## src/inc/apdm_pkg.sv

```systemverilog
// Purpose: constants for the automatic power-down manager
// Assumes: 8-bit register port, one clock at 20 MHz
// Notes: offsets index an 8-bit register space
// Notes on behaviour
// - with auto power-down on and strobe static, a four-bit idle counter runs
// - fifteen idle logic-clock periods raise the power-down flag, enter power-down
// - enabling auto power-down alone enables power-down entry
// - strobe pulsing again returns the device to normal operation
// - module select low or warm reset high also ends power-down; the code wakes only on a falling edge of module select
// - power-down blocks the microcontroller bus from memories and logic arrays; the code raises busBlock but still passes pldWrite and pldRead
// - power-down deselects flash and SRAM regardless of bus activity; I/O follows module select
// - gating the logic clock from the arrays never stops the idle counter
// - in power-down ports hold, address-out undefined, peripheral pins float
// - module select low enables flash, SRAM and I/O for accesses
// - module select high disables flash, SRAM and I/O
// - control bit 1 turns auto power-down on or off
// - control bit 3 set turns fast logic mode off; fast is default
// - control bit 4 set cuts the logic clock from the AND array
// - control bit 5 set cuts the logic clock from macrocell flops
// - gate register bits cut write, read, store-enable and strobe from the array
// - counter idle when disabled or strobe pulsing; flag after 15 clocks
// - both registers clear at power-up and survive warm resets
package apdm_pkg;
	localparam logic [7:0] OFS_POWER_MODE = 8'h00;
	localparam logic [7:0] OFS_SIGNAL_GATE = 8'h01;
	localparam logic [7:0] OFS_STATUS = 8'h02;
	localparam logic [7:0] POWER_MODE_RESET = 8'h00;
	localparam logic [7:0] SIGNAL_GATE_RESET = 8'h00;
	localparam logic [7:0] POWER_MODE_MASK = 8'h3a;
	localparam logic [7:0] SIGNAL_GATE_MASK = 8'h3c;
	localparam int BIT_APD_ENABLE = 1;
	localparam int BIT_TURBO_OFF = 3;
	localparam int BIT_ARRAY_CLK_OFF = 4;
	localparam int BIT_MCELL_CLK_OFF = 5;
	localparam int BIT_GATE_WRITE = 2;
	localparam int BIT_GATE_READ = 3;
	localparam int BIT_GATE_STORE = 4;
	localparam int BIT_GATE_STROBE = 5;
	localparam logic [3:0] IDLE_LIMIT = 4'hf;
	localparam logic [3:0] IDLE_LAST_STEP = 4'he;
	typedef enum logic [1:0] {
		APDM_ACTIVE = 2'b01,
		APDM_POWERDOWN = 2'b10
	} apdm_state_type;
endpackage : apdm_pkg

```

## src/verilog/apdm_manager.sv

```systemverilog
// Purpose: automatic power-down unit with power mode and signal gate registers
// Assumes: all inputs synchronous to clock; logic clock sampled as a level
// Notes: outputs are registered, so they trail their causes by one cycle
`timescale 1ns/1ps
module apdm_manager
	import apdm_pkg::*;
(
	// clock and power-up reset
	input wire logic clock,
	input wire logic sys_rst,
	// register port
	input wire logic [7:0] regAddr,
	input wire logic [7:0] regWdata,
	input wire logic regWrite,
	input wire logic regRead,
	output logic [7:0] regRdata,
	// microcontroller and pin inputs
	input wire logic addressStrobe,
	input wire logic logicInputClock,
	input wire logic moduleSelectN,
	input wire logic warmReset,
	input wire logic mcuWrite,
	input wire logic mcuRead,
	input wire logic programStoreEnable,
	// power-down status and memory selects
	output logic powerDownFlag,
	output logic busBlock,
	output logic flashEnable,
	output logic sramEnable,
	output logic ioEnable,
	// logic array controls
	output logic pldTurboOn,
	output logic pldArrayClkEnable,
	output logic macrocellClkEnable,
	output logic pldWrite,
	output logic pldRead,
	output logic pldProgramStore,
	output logic pldAddressStrobe,
	// port behaviour
	output logic portHold,
	output logic peripheralOe
);

	logic [7:0] powerModeReg;
	logic [7:0] signalGateReg;
	logic [3:0] idleCountReg;
	logic [3:0] idleCountNext;
	apdm_state_type stateReg;
	apdm_state_type stateNext;
	logic strobePrevReg;
	logic clkPrevReg;
	logic selPrevReg;

	// register decode
	wire hitPowerMode = (regAddr == OFS_POWER_MODE);
	wire hitSignalGate = (regAddr == OFS_SIGNAL_GATE);
	wire hitStatus = (regAddr == OFS_STATUS);
	wire writePowerMode = regWrite && hitPowerMode;
	wire writeSignalGate = regWrite && hitSignalGate;
	// reserved bits are not stored, so they read as zero
	wire [7:0] powerModeNext = regWdata & POWER_MODE_MASK;
	wire [7:0] signalGateNext = regWdata & SIGNAL_GATE_MASK;

	// control bits
	wire apdEnabled = powerModeReg[BIT_APD_ENABLE];
	wire turboOff = powerModeReg[BIT_TURBO_OFF];
	wire arrayClkOff = powerModeReg[BIT_ARRAY_CLK_OFF];
	wire mcellClkOff = powerModeReg[BIT_MCELL_CLK_OFF];

	// activity detection on the raw pins
	wire strobeToggle = (addressStrobe != strobePrevReg);
	// ungated logic clock: array gating bits never touch this edge
	wire clkRise = logicInputClock && !clkPrevReg;
	wire selectFall = !moduleSelectN && selPrevReg;
	wire inPowerDown = (stateReg == APDM_POWERDOWN);
	// wake sources; select low taken as its falling edge
	wire wakeUp = strobeToggle || warmReset || selectFall;
	wire lastIdleStep = (idleCountReg == IDLE_LAST_STEP) && clkRise;

	// read mux; unmapped offsets answer zero
	wire [7:0] statusWord = {idleCountReg, 3'h0, inPowerDown};
	wire [7:0] readMux = hitPowerMode ? powerModeReg :
		hitSignalGate ? signalGateReg :
		hitStatus ? statusWord : 8'h00;

	// next-state and idle counter
	always_comb begin
		stateNext = stateReg;
		idleCountNext = idleCountReg;
		case (stateReg)
			APDM_ACTIVE: begin
				if (!apdEnabled || strobeToggle) begin
					idleCountNext = 4'h0;
				end else if (clkRise && idleCountReg != IDLE_LIMIT) begin
					idleCountNext = idleCountReg + 4'h1;
				end
				// entry needs only the enable bit, no second switch
				if (apdEnabled && !strobeToggle && lastIdleStep) begin
					stateNext = APDM_POWERDOWN;
				end
			end
			APDM_POWERDOWN: begin
				if (wakeUp || !apdEnabled) begin
					stateNext = APDM_ACTIVE;
					idleCountNext = 4'h0;
				end
			end
			default: begin
				stateNext = APDM_ACTIVE;
				idleCountNext = 4'h0;
			end
		endcase
	end

	wire pdNext = (stateNext == APDM_POWERDOWN);

	// power-up reset only; warm reset leaves these alone
	always_ff @(posedge clock or posedge sys_rst) begin
		if (sys_rst) begin
			powerModeReg <= POWER_MODE_RESET;
			signalGateReg <= SIGNAL_GATE_RESET;
		end else begin
			if (writePowerMode) powerModeReg <= powerModeNext;
			if (writeSignalGate) signalGateReg <= signalGateNext;
		end
	end

	// read data stands one cycle after the read strobe only
	always_ff @(posedge clock or posedge sys_rst) begin
		if (sys_rst) begin
			regRdata <= 8'h00;
		end else begin
			regRdata <= regRead ? readMux : 8'h00;
		end
	end

	// state, counter and pin history
	always_ff @(posedge clock or posedge sys_rst) begin
		if (sys_rst) begin
			stateReg <= APDM_ACTIVE;
			idleCountReg <= 4'h0;
			strobePrevReg <= 1'b0;
			clkPrevReg <= 1'b0;
			selPrevReg <= 1'b1;
		end else begin
			stateReg <= stateNext;
			idleCountReg <= idleCountNext;
			strobePrevReg <= addressStrobe;
			clkPrevReg <= logicInputClock;
			selPrevReg <= moduleSelectN;
		end
	end

	// power-down outputs follow the next state to save a cycle
	always_ff @(posedge clock or posedge sys_rst) begin
		if (sys_rst) begin
			powerDownFlag <= 1'b0;
			busBlock <= 1'b0;
			flashEnable <= 1'b0;
			sramEnable <= 1'b0;
			ioEnable <= 1'b0;
			portHold <= 1'b0;
			peripheralOe <= 1'b0;
		end else begin
			powerDownFlag <= pdNext;
			busBlock <= pdNext;
			flashEnable <= !moduleSelectN && !pdNext;
			sramEnable <= !moduleSelectN && !pdNext;
			ioEnable <= !moduleSelectN;
			portHold <= pdNext;
			peripheralOe <= !pdNext;
		end
	end

	// array controls; a blocked input is held low, which keeps it quiet
	always_ff @(posedge clock or posedge sys_rst) begin
		if (sys_rst) begin
			pldTurboOn <= 1'b1;
			pldArrayClkEnable <= 1'b1;
			macrocellClkEnable <= 1'b1;
			pldWrite <= 1'b0;
			pldRead <= 1'b0;
			pldProgramStore <= 1'b0;
			pldAddressStrobe <= 1'b0;
		end else begin
			pldTurboOn <= !turboOff;
			pldArrayClkEnable <= !arrayClkOff;
			macrocellClkEnable <= !mcellClkOff;
			pldWrite <= mcuWrite && !signalGateReg[BIT_GATE_WRITE];
			pldRead <= mcuRead && !signalGateReg[BIT_GATE_READ];
			pldProgramStore <= programStoreEnable &&
				!signalGateReg[BIT_GATE_STORE];
			pldAddressStrobe <= addressStrobe &&
				!signalGateReg[BIT_GATE_STROBE];
		end
	end
endmodule : apdm_manager

```

## config.mk

```make
export PLATFORM = sky130hd
export DESIGN_NAME = apdm_manager
export DESIGN_NICKNAME = d
export VERILOG_FILES = /design/src/inc/apdm_pkg.sv /design/src/verilog/apdm_manager.sv
export SDC_FILE = /design/constraint.sdc
export NUM_CORES = 1
export LEC_CHECK = 0
export BUFFER_PORTS_ARGS = -buffer_cell sky130_fd_sc_hd__buf_2
export CAP_MARGIN = 0
export CORE_MARGIN = 2
export CORE_UTILIZATION = 44
export DETAILED_ROUTE_END_ITERATION = 16
export MAX_ROUTING_LAYER = met4
export PLACE_DENSITY = 0.81
export SYNTH_ARGS = -nofsm -noshare
export SYNTH_HDL_FRONTEND = slang
export SYNTH_SLANG_ARGS = --single-unit
```

## constraint.sdc

```tcl
create_clock -name clock -period 1.8 [get_ports clock]
set_clock_uncertainty 0.2 [all_clocks]
set_input_delay 0 -clock clock [delete_from_list [all_inputs] [get_ports clock]]
set_output_delay 0 -clock clock [all_outputs]
set_load 0.01 [all_outputs]
```

Word level (Yosys, flattened, before mapping) --
Cells that the tools add are included.
Word-level totals: word-level logic and storage cells 72, input port bits 27, register bits 36, output and inout port bits 22
Cells by class: add/subtract/negate cells 1, muxes and demuxes 11, equality and inequality tests 10, reductions and logical operators 31
Operator list (count):
- $mux W8 | 4
- $logic_and A1 B1 Y1 | 13
- $logic_not A1 Y1 | 12
- $mux W4 | 3
- $eq A8 B1 Y1 const B | 1
- $eq A8 B2 Y1 const B | 1
- $logic_not A8 Y1 | 1
- $pmux W4 S2 | 1
- $add A4 B1 Y4 const B | 1
- $eq A2 B2 Y1 const B | 2
- $eq A4 B4 Y1 const B | 1
- $logic_or A1 B1 Y1 | 4
- $mux W2 | 2
- $ne A4 B4 Y1 const B | 1
- $pmux W2 S2 | 1
- $ne A3 B3 Y1 const B | 1
- $eq A2 B1 Y1 const B | 1
- $ne A2 B1 Y1 const B | 1
- $reduce_and A2 Y1 | 1
- $ne A1 B1 Y1 | 1

Depth between registers and ports, before layout --
Gate-level depths: netlist of run 1.
depth in word-level cells 9, depth in mapped cells 6, depth with buffers taken out 6

Least setup slack after synthesis of run 1 --
Ideal clock, no wire load.
kind reg-to-reg, start point reg stateReg[0], end point reg idleCountReg[3], required time 1.523 ns, stages on the path, launching flop included 7, setup slack -0.149 ns, arrival time 1.672 ns, clock period less this slack 1.949 ns, path through dfstp_2 > inv_1 > ha_1 > and4_1 > buf_2 > or4_1 > a21oi_1
Between the ends: cells in the longest elaborated chain, start to end 3, elaborated cells between the ends (all ways) 6
Ends and longest elaborated chain:
- start: declaration | RTL line apdm_manager.sv:48 | apdm_state_type stateReg;
- start signal: assignment | RTL line apdm_manager.sv:146 | stateReg <= stateNext;
- $eq A2 B1 Y1 or $eq A2 B2 Y1 (tied branches) | RTL line apdm_manager.sv:90 | case (stateReg)
- $ne A3 B3 Y1 (no source line) or $ne A2 B1 Y1 (tied branches)
- $reduce_and A2 Y1 (no source line)
- end signal: assignment | RTL line apdm_manager.sv:147 | idleCountReg <= idleCountNext;
- end: declaration | RTL line apdm_manager.sv:46 | logic [3:0] idleCountReg;
Parallel ways exist; a longest one is shown, timed or not. A chain may end at the register's enable or synchronous reset.

Worst setup path after layout of run 1 --
start point reg idleCountReg[1], end point reg idleCountReg[3]
Between the ends: cells in the longest elaborated chain, start to end 4, elaborated cells between the ends (all ways) 8
Ends and longest elaborated chain:
- $add A4 B1 Y4 or $ne A4 B4 Y1 (tied branches) | RTL line apdm_manager.sv:95, apdm_manager.sv:94
- $mux W4 or $logic_and A1 B1 Y1 (tied branches) | RTL line apdm_manager.sv:94 | end else if (clkRise && idleCountReg != IDLE_LIMIT) begin
- $mux W4 or $ne A3 B3 Y1 (tied branches)
- $pmux W4 S2 or $reduce_and A2 Y1 (tied branches)
Parallel ways exist; a longest one is shown, timed or not. The select of a mux whose other input is x is not followed.

==> results by group, run 1 <==
Status
  • Status: finished with violations
  • Failing checks: negative setup slack

Global route
  • Overflow after GRT: 0
  • Largest net degree at the start of global routing: 37
  • Vias in the first global route: around 1400
  • Initial antenna violation count: 0
  • GRT Total Usage: 21.5%
  • Global-route wire length before repair: between 6000 and 7000 um

Route
  • Met2 WL post-DR: 2170 um
  • Via/cell ratio: between 5 and 6
  • DR top layer: met4
  • WL met1: 1500 um
  • Number of DRC markers in iteration 0: 53
  • Post-DRT Antenna Nets: 0
  • First-pass DRT Iterations: 4
  • Drt drc: 0
  • Via count: 1322
  • Met3 WL: ~190 um
  • Avg WL per Cell: 14.9 um
  • Overall routed net length: 3940 um

Setup path
  • CP Capture Type: flop
  • Critical path required time: between 1.5 and 2 ns
  • Cells on worst reg2reg path: 5
  • Critical Path AT: around 2 ns
  • FF-to-FF Start: idleCountReg[1]$_DFFE_PP0P_
  • Reg-to-reg critical path endpoint: idleCountReg[3]$_DFFE_PP0P_
  • Setup Crit Path Kind: reg -> reg
  • R2R Setup Slk: -0.12 ns
  • CP startpoint kind: flop
  • Crit path max fanout: 4

Timing
  • Fmax: about 520 MHz
  • Fin. Hold Viols: 0
  • Rel. slew slack: 70.4%
  • Final Critical Period: 1.92 ns
  • Final setup margin: -0.123 ns
  • Tcrit/Tclk final: 107%
  • Slew @ Worst Pin: ~0.44 ns
  • Worst hold margin: 0.0778 ns
  • RSZ-0062 raised after global routing: yes
  • Slew Limit Fails: 0
  • Final-report setup violation count: 3

Hold path
  • HP Class: in -> reg
  • HP Start: regAddr[6]
  • Hold Path Sink: powerModeReg[5]$_DFFE_PP0P_
  • Worst hold path stage count: 6

CTS
  • Clock transition at the registers of the reported paths: around 0.11 ns
  • CTS tree: built
  • Clock Path Buffers: 2
  • Sink Count: 36
  • Total CTS buffers: 5
  • Clk Latency, worst-skew pair: 0.34 ns
  • H-tree Lvls: 2
  • CTS Root Cell: clkbuf_4

Logic synthesis
  • Yosys warning count: 0
  • Post-synthesis cell type count: 33
  • Syn avg cell area: ~12 um2
  • Count leader, synth: dfrtp_1
  • Area share of the largest cell type after synthesis: 51.2%
  • Gate Count Post-Synth: 130
  • Yosys top cell by area: dfrtp_1
  • Synth top area cells: dfrtp_1 (51%), dfstp_2 (8.7%), nor2b_1 (4.5%)
  • Post-synthesis sequential area ratio: 59.9%
  • Synth cell count leaders: dfrtp_1 (31), inv_1 (11), nor2b_1 (11), nand2_1 (7)
  • Ys async rst share: 100%
  • Top FF cell, synth: dfrtp_1
  • Synth Cell Area: 1510 um2
  • Syn Nets: 161
  • EDFF count, synth: 0
  • Flops & latches, synth: 36

Job
  • Max-Cap Viols: 0

Floorplanning
  • Total die area: a little under 4000 um2
  • Row cnt: 21
  • Core area: 3310 um2
  • Die Y: 62.7 um
  • Die W: between 60 and 70 um
  • Num ports: 49
  • Initial core utilization: 45.7%

Placed design
  • Number of I/O port buffers: 45
  • Post-Place Cells: 226
  • Placer Congestion: 0.742
  • Post-DP HPWL: roughly 2400 um

Layout
  • Area Growth Syn to Fin: 49.7%
  • Nets@finish: 248
  • # diodes: 0
  • Ratio of cells with drive above 1 in the final layout: between 40% and 50%
  • Fin cells: 264

Power
  • PD cells: approximately 650 nW/um2
  • Maximum vdd drop: 0.725 mV
  • LEAKAGE: 0.00116 uW
==> layout by cell type (no fill, tap or decap), types with 2 or more instances in the layout <==
master and count:
buf_4 17, nor3_1 2, nor2b_1 10, dfstp_2 5
nand2b_1 2, o21ai_0 5, mux2_2 5, dlymetal6s4s_1 2
o31ai_1 2, mux2i_1 3, inv_2 2, or4_4 2
nor2_1 5, buf_2 45, inv_1 9, clkbuf_4 5
dlygate4sd3_1 21, ha_4 2, nand2_1 7, a21oi_1 3
clkinv_2 2, nand3_1 3, a21oi_2 2, and2_1 4
dfrtp_1 31, nand4_1 2
==> layout make-up <==
class	count	area, um2
Clock buffer	6	51.3
Clock inverter	2	10.0
Fill cell	253	1040
Inverter	11	41.3
Multi-Input combinational cell	77	599
Sequential cell	36	907
Tap cell	46	57.6
Timing Repair Buffer	86	599
==> timing repair <==
action,4_1_cts,5_1_grt
pin swaps,4,3
gates resized for setup,5,12
setup buffers,2,5
hold buffers,23,0
setup endpoints to repair,7,13
hold endpoints to repair,61,0
==> registers in the layout, summed over array words and instances (netlist names), 2 cells and up <==
name / flops
idleCountReg: 4
powerModeReg: 4
regRdata: 8
signalGateReg: 4
stateReg: 2
==> worst max-delay path, cell delays in order (launching register included) <==
cell      delay, ns
dfrtp_1        0.42
ha_2           0.20
and3_4         0.14
o2111a_2       0.27
or4_4          0.51
a21oi_2        0.12
==> kinds of logic after synthesis <==
group	Yosys count	synth area share [%]
DFF	36	59.9
xor gates and xnor gates	1	0.579
and+or+nand+nor	46	17.6
buffers and inverters	17	5.04
adders and majority gates	4	3.31
AOI/OAI and AO/OA	18	7.85
muxes	8	5.70
==> per-stage QoR <==
stage,utilization (%),total power [uW],setup slack (ns),cell area [um2],setup TNS [ns]
6_report,68.4,1470,-0.123,2270,-0.300
3_5_place_dp,56.2,990,-0.124,1860,-0.402
5_1_grt,68.4,1550,-0.191,2270,-0.516
4_1_cts,65.9,1490,-0.107,2180,-0.298
3_3_place_gp,56.2,984,-0.0483,1860,-0.0612
2_1_floorplan,-,929,-0.0908,1540,-0.128
==> power by group <==
| part | internal, uW | total [uW] | switching (uW) | leakage [uW] |
|---|---|---|---|---|
| Sequential | 841 | 854 | 13.3 | 0.000447 |
| Clock | 186 | 455 | 269 | 0.0000380 |
| Combinational | 87.5 | 166 | 78.3 | 0.000673 |
==> worst max-delay path by stage <==
stage | start | endpoint | slack (ns) | cells past startpoint
3_3_place_gp | idleCountReg[1]$_DFFE_PP0P_ | idleCountReg[3]$_DFFE_PP0P_ | -0.05 | 5
5_1_grt | idleCountReg[1]$_DFFE_PP0P_ | idleCountReg[3]$_DFFE_PP0P_ | -0.19 | 5
2_1_floorplan | idleCountReg[1]$_DFFE_PP0P_ | idleCountReg[3]$_DFFE_PP0P_ | -0.09 | 5
3_5_place_dp | idleCountReg[1]$_DFFE_PP0P_ | idleCountReg[3]$_DFFE_PP0P_ | -0.12 | 5
4_1_cts | idleCountReg[1]$_DFFE_PP0P_ | idleCountReg[3]$_DFFE_PP0P_ | -0.11 | 5
6_report | idleCountReg[1]$_DFFE_PP0P_ | idleCountReg[3]$_DFFE_PP0P_ | -0.12 | 5
==> layer usage <==
metal / up-vias / track usage [%]
li1: 621 / -
met1: 639 / 21.9
met2: 53 / 38.0
met3: 9 / 6.67
met4: 0 / 9.17
met5: - / -
No activity file was read; power rests on OpenSTA's default activity.
==> run 2: changes to the inputs <==
--- a/config.mk
+++ b/config.mk
@@ -6,8 +6,9 @@
 export NUM_CORES = 1
 export LEC_CHECK = 0
+export ABC_AREA = 1
 export BUFFER_PORTS_ARGS = -buffer_cell sky130_fd_sc_hd__buf_2
 export CAP_MARGIN = 0
 export CORE_MARGIN = 2
-export CORE_UTILIZATION = 44
+export CORE_UTILIZATION = 45
 export DETAILED_ROUTE_END_ITERATION = 16
 export MAX_ROUTING_LAYER = met4
==> constraint.sdc (replaced) <==
create_clock -name clock -period 1.8 [get_ports clock]
set_clock_uncertainty 0.2 [all_clocks]
set_input_delay 0.27 -clock clock [delete_from_list [all_inputs] [get_ports clock]]
set_output_delay 0.27 -clock clock [all_outputs]
set_load 0.01 [all_outputs]
==> results by group, run 2 <==
Status
  • Status: finished, final reports clean

Setup path
  • Worst path cell trace: inv_1, ha_1, nand3_1, nor2_1, nand3_1, nand2_1, nand3_1, nor2_2, nor2_1
  • CP Capture Type: flop
  • Crit path max fanout: 4
  • Slowest CP cell: dfrtp_1
  • Critical Path AT: 1.71 ns
  • FF-to-FF Start: idleCountReg[0]$_DFFE_PP0P_
  • Setup Crit Path Kind: reg -> reg
  • Cell mode on critical path: nand3_1
  • Critical path required time: 1.84 ns
  • Max incr delay on CP: 0.43 ns
  • Crit. Startpoint: idleCountReg[0]$_DFFE_PP0P_
  • CP startpoint kind: flop

Route
  • Via/cell ratio: between 4 and 5
  • Drt drc: 0
  • Post-DRT Antenna Nets: 0
  • Number of DRC markers in iteration 0: 18
  • First-pass DRT Iterations: 4
  • Avg WL per Cell: 10.5 um
  • Overall routed net length: 2930 um
  • Via count: 1257

Global route
  • GR met1 Demand/Resource: 19.5%
  • Initial antenna violation count: 0
  • Most Crowded Layer GR: met2
  • Vias in the first global route: 1143
  • M2 GR Usage: 25.4%
  • Largest net degree at the start of global routing: 37
  • Met3 Track Usage GR: 5.54%
  • Global-route wire length before repair: 4930 um
  • Overflow after GRT: 0
  • GRT Total Usage: 16.7%

Job
  • Max-Cap Viols: 0

Layout
  • # diodes: 0
  • Nets@finish: approximately 260
  • Max FFs per register: 8
  • Fin cells: 280
  • Multi-input logic area: between 500 and 600 um2
  • Ratio of cells with drive above 1 in the final layout: 34.6%
  • Layout fillers: ~300
  • Final Cell Area: 2070 um2
  • Commonest non-fill, non-tap cell in the layout: buf_2
  • Area occupied by registers: 907 um2
  • Top reg by flops: regRdata
  • Area Growth Syn to Fin: 29.8%
  • Most frequent cells in the layout: buf_2 (45), nand2_1 (38), dfrtp_1 (31)
  • Final Core Density: between 60% and 70%

CTS
  • Sink Count: 36
  • CTS Root Cell: clkbuf_4
  • H-tree Lvls: 2
  • Clk Latency, worst-skew pair: 0.35 ns
  • Clock Path Buffers: 2
  • Clock transition at the registers of the reported paths: 0.10 ns
  • CTS tree: built
  • Total CTS buffers: 5

Power
  • Int Power: between 1000 and 1500 uW
  • Net switching power: 351 uW
  • LEAKAGE: 0.00112 uW
  • Switching Share: 24.4%
  • Comb pwr share: 9.4%
  • Maximum vdd drop: between 0.5 and 0.6 mV
  • PD cells: 693 nW/um2
  • Sequential share of power: 58.8%
  • Clock power frac: 31.8%

Logic synthesis
  • Synth cell count leaders: nand2_1 (38), dfrtp_1 (31), inv_1 (24), nor2_1 (15), nand3_1 (14)
  • Count leader, synth: nand2_1
  • Ys async rst share: 100%
  • Yosys top cell by area: dfrtp_1
  • EDFF count, synth: 0
  • Synth Cell Area: ~1600 um2
  • Gate Count Post-Synth: 169
  • Top FF cell, synth: dfrtp_1
  • Syn Nets: 200
  • Area share of the largest cell type after synthesis: 48.6%
  • Synth top area cells: dfrtp_1 (49%), nand2_1 (8.9%), dfstp_2 (8.2%)
  • Yosys warning count: 0
  • Post-synthesis cell type count: 24
  • Syn avg cell area: about 9.5 um2
  • Post-synthesis sequential area ratio: 56.8%
  • Flops & latches, synth: 36

Timing
  • Rel. slew slack: 71.4%
  • Slew Limit Fails: 0
  • Worst hold margin: 0.0136 ns
  • Tcrit/Tclk final: 92.7%
  • Final setup margin: around 0.13 ns
  • Final Critical Period: roughly 1.7 ns
  • Fin. Hold Viols: 0
  • Fmax: 599 MHz
  • Slew @ Worst Pin: 0.429 ns
  • Final-report setup violation count: 0

Placed design
  • Placer Congestion: approximately 0.9
  • Pre-CTS WS: 0.0643 ns
  • Number of I/O port buffers: 45
  • Post-DP HPWL: 2070 um
  • Placed cell area: 1870 um2
  • Post-Place Cells: approximately 260

Floorplanning
  • Die Y: 63.6 um
  • Num ports: between 40 and 50
  • Die W: 63.6 um
  • Row cnt: 21
  • Core area: 3360 um2
  • Initial core utilization: 47.5%
  • Total die area: 4040 um2

Hold path
  • HP Start: regRead
  • HP Class: in -> reg
## run 2: cell types whose count changed in the layout (fill, tap and decap cells not counted), sizes merged, moves of 3 or more
| cell | change |
|---|---|
| mux2 | -5 |
| mux2i | -3 |
| nand2 | +38 |
| nand3 | +14 |
| buf | -15 |
| nor2b | -11 |
| nor2 | +13 |
| dlygate4sd3 | -9 |
| inv | +15 |
| and2 | -4 |
| or4 | -3 |
## run 2: layout make-up
cell class / count / area share [%]
timing repair buffer: 60 / 17.7
multi-input combinational: 104 / 28.0
sequential: 36 / 43.8
tap: 46 / 2.78
clock buffer: 7 / 2.66
inverter: 26 / 4.71
clock inverter: 1 / 0.362
## run 2: stage by stage
| stage | setup TNS (ns) | power, uW |
|---|---|---|
| floorplan | 0 | 918 |
| global placement | 0 | 971 |
| detailed placement | 0 | 975 |
| CTS | 0 | 1440 |
| global route | -0.0293 | 1510 |
| finish | 0 | 1440 |
## run 2: power by group through the flow
| stage | combinational [uW] | sequential (uW) | clock [uW] |
|---|---|---|---|
| after floorplan | 53.6 | 865 | 0 |
| after global placement | 112 | 860 | 0 |
| after detailed placement | 114 | 860 | 0 |
| after CTS | 135 | 845 | 462 |
| after global routing | 150 | 848 | 508 |
| final | 135 | 845 | 457 |
## run 2: critical path, delay by kind of cell, from the launching register on
family | cells | cell delay, ns
fa+ha+maj | 1 | 0.15
simple gates | 7 | 0.65
buf+inv | 1 | 0.12
flops | 1 | 0.43
## run 2: timing repair
item / in CTS / in global routing
endpoints found under the setup margin: 0 / 6
hold buffers: 12 / 0
endpoints found under the hold margin: 48 / 0
buffers inserted: 0 / 1
gates resized for setup: 0 / 3
## run 2: cells by family (layout without fill, tap and decap cells)
kind of cell	count (synthesis)	in the layout	synth area share, %
buffers and inverters	29	94	7.52
and+or+nand+nor	86	86	27.7
DFF	36	36	56.8
adders and majority gates	4	4	3.13
AOI/OAI and AO/OA	12	12	3.76
xor gates and xnor gates	2	2	1.10
## run 2: routing by layer
layer	wire (um)	up-vias
met1	1290	571
met3	155	8
met2	1400	31
met4	89	0
li1	-	647
met5	0	-
## run 2: worst paths after layout
check / end / slack (ns) / cells past startpoint
setup reg to reg: sramEnable$_DFF_PP0_ / 0.13 / 9
hold reg to reg: macrocellClkEnable$_DFF_PP1_ / 0.19 / 1
max in group asynchronous: macrocellClkEnable$_DFF_PP1_ / 0.71 / 4
hold / removal: regRdata[5]$_DFF_PP0_ / 0.01 / 3
setup / recovery: sramEnable$_DFF_PP0_ / 0.13 / 9
min in group asynchronous: pldProgramStore$_DFF_PP0_ / 0.34 / 4
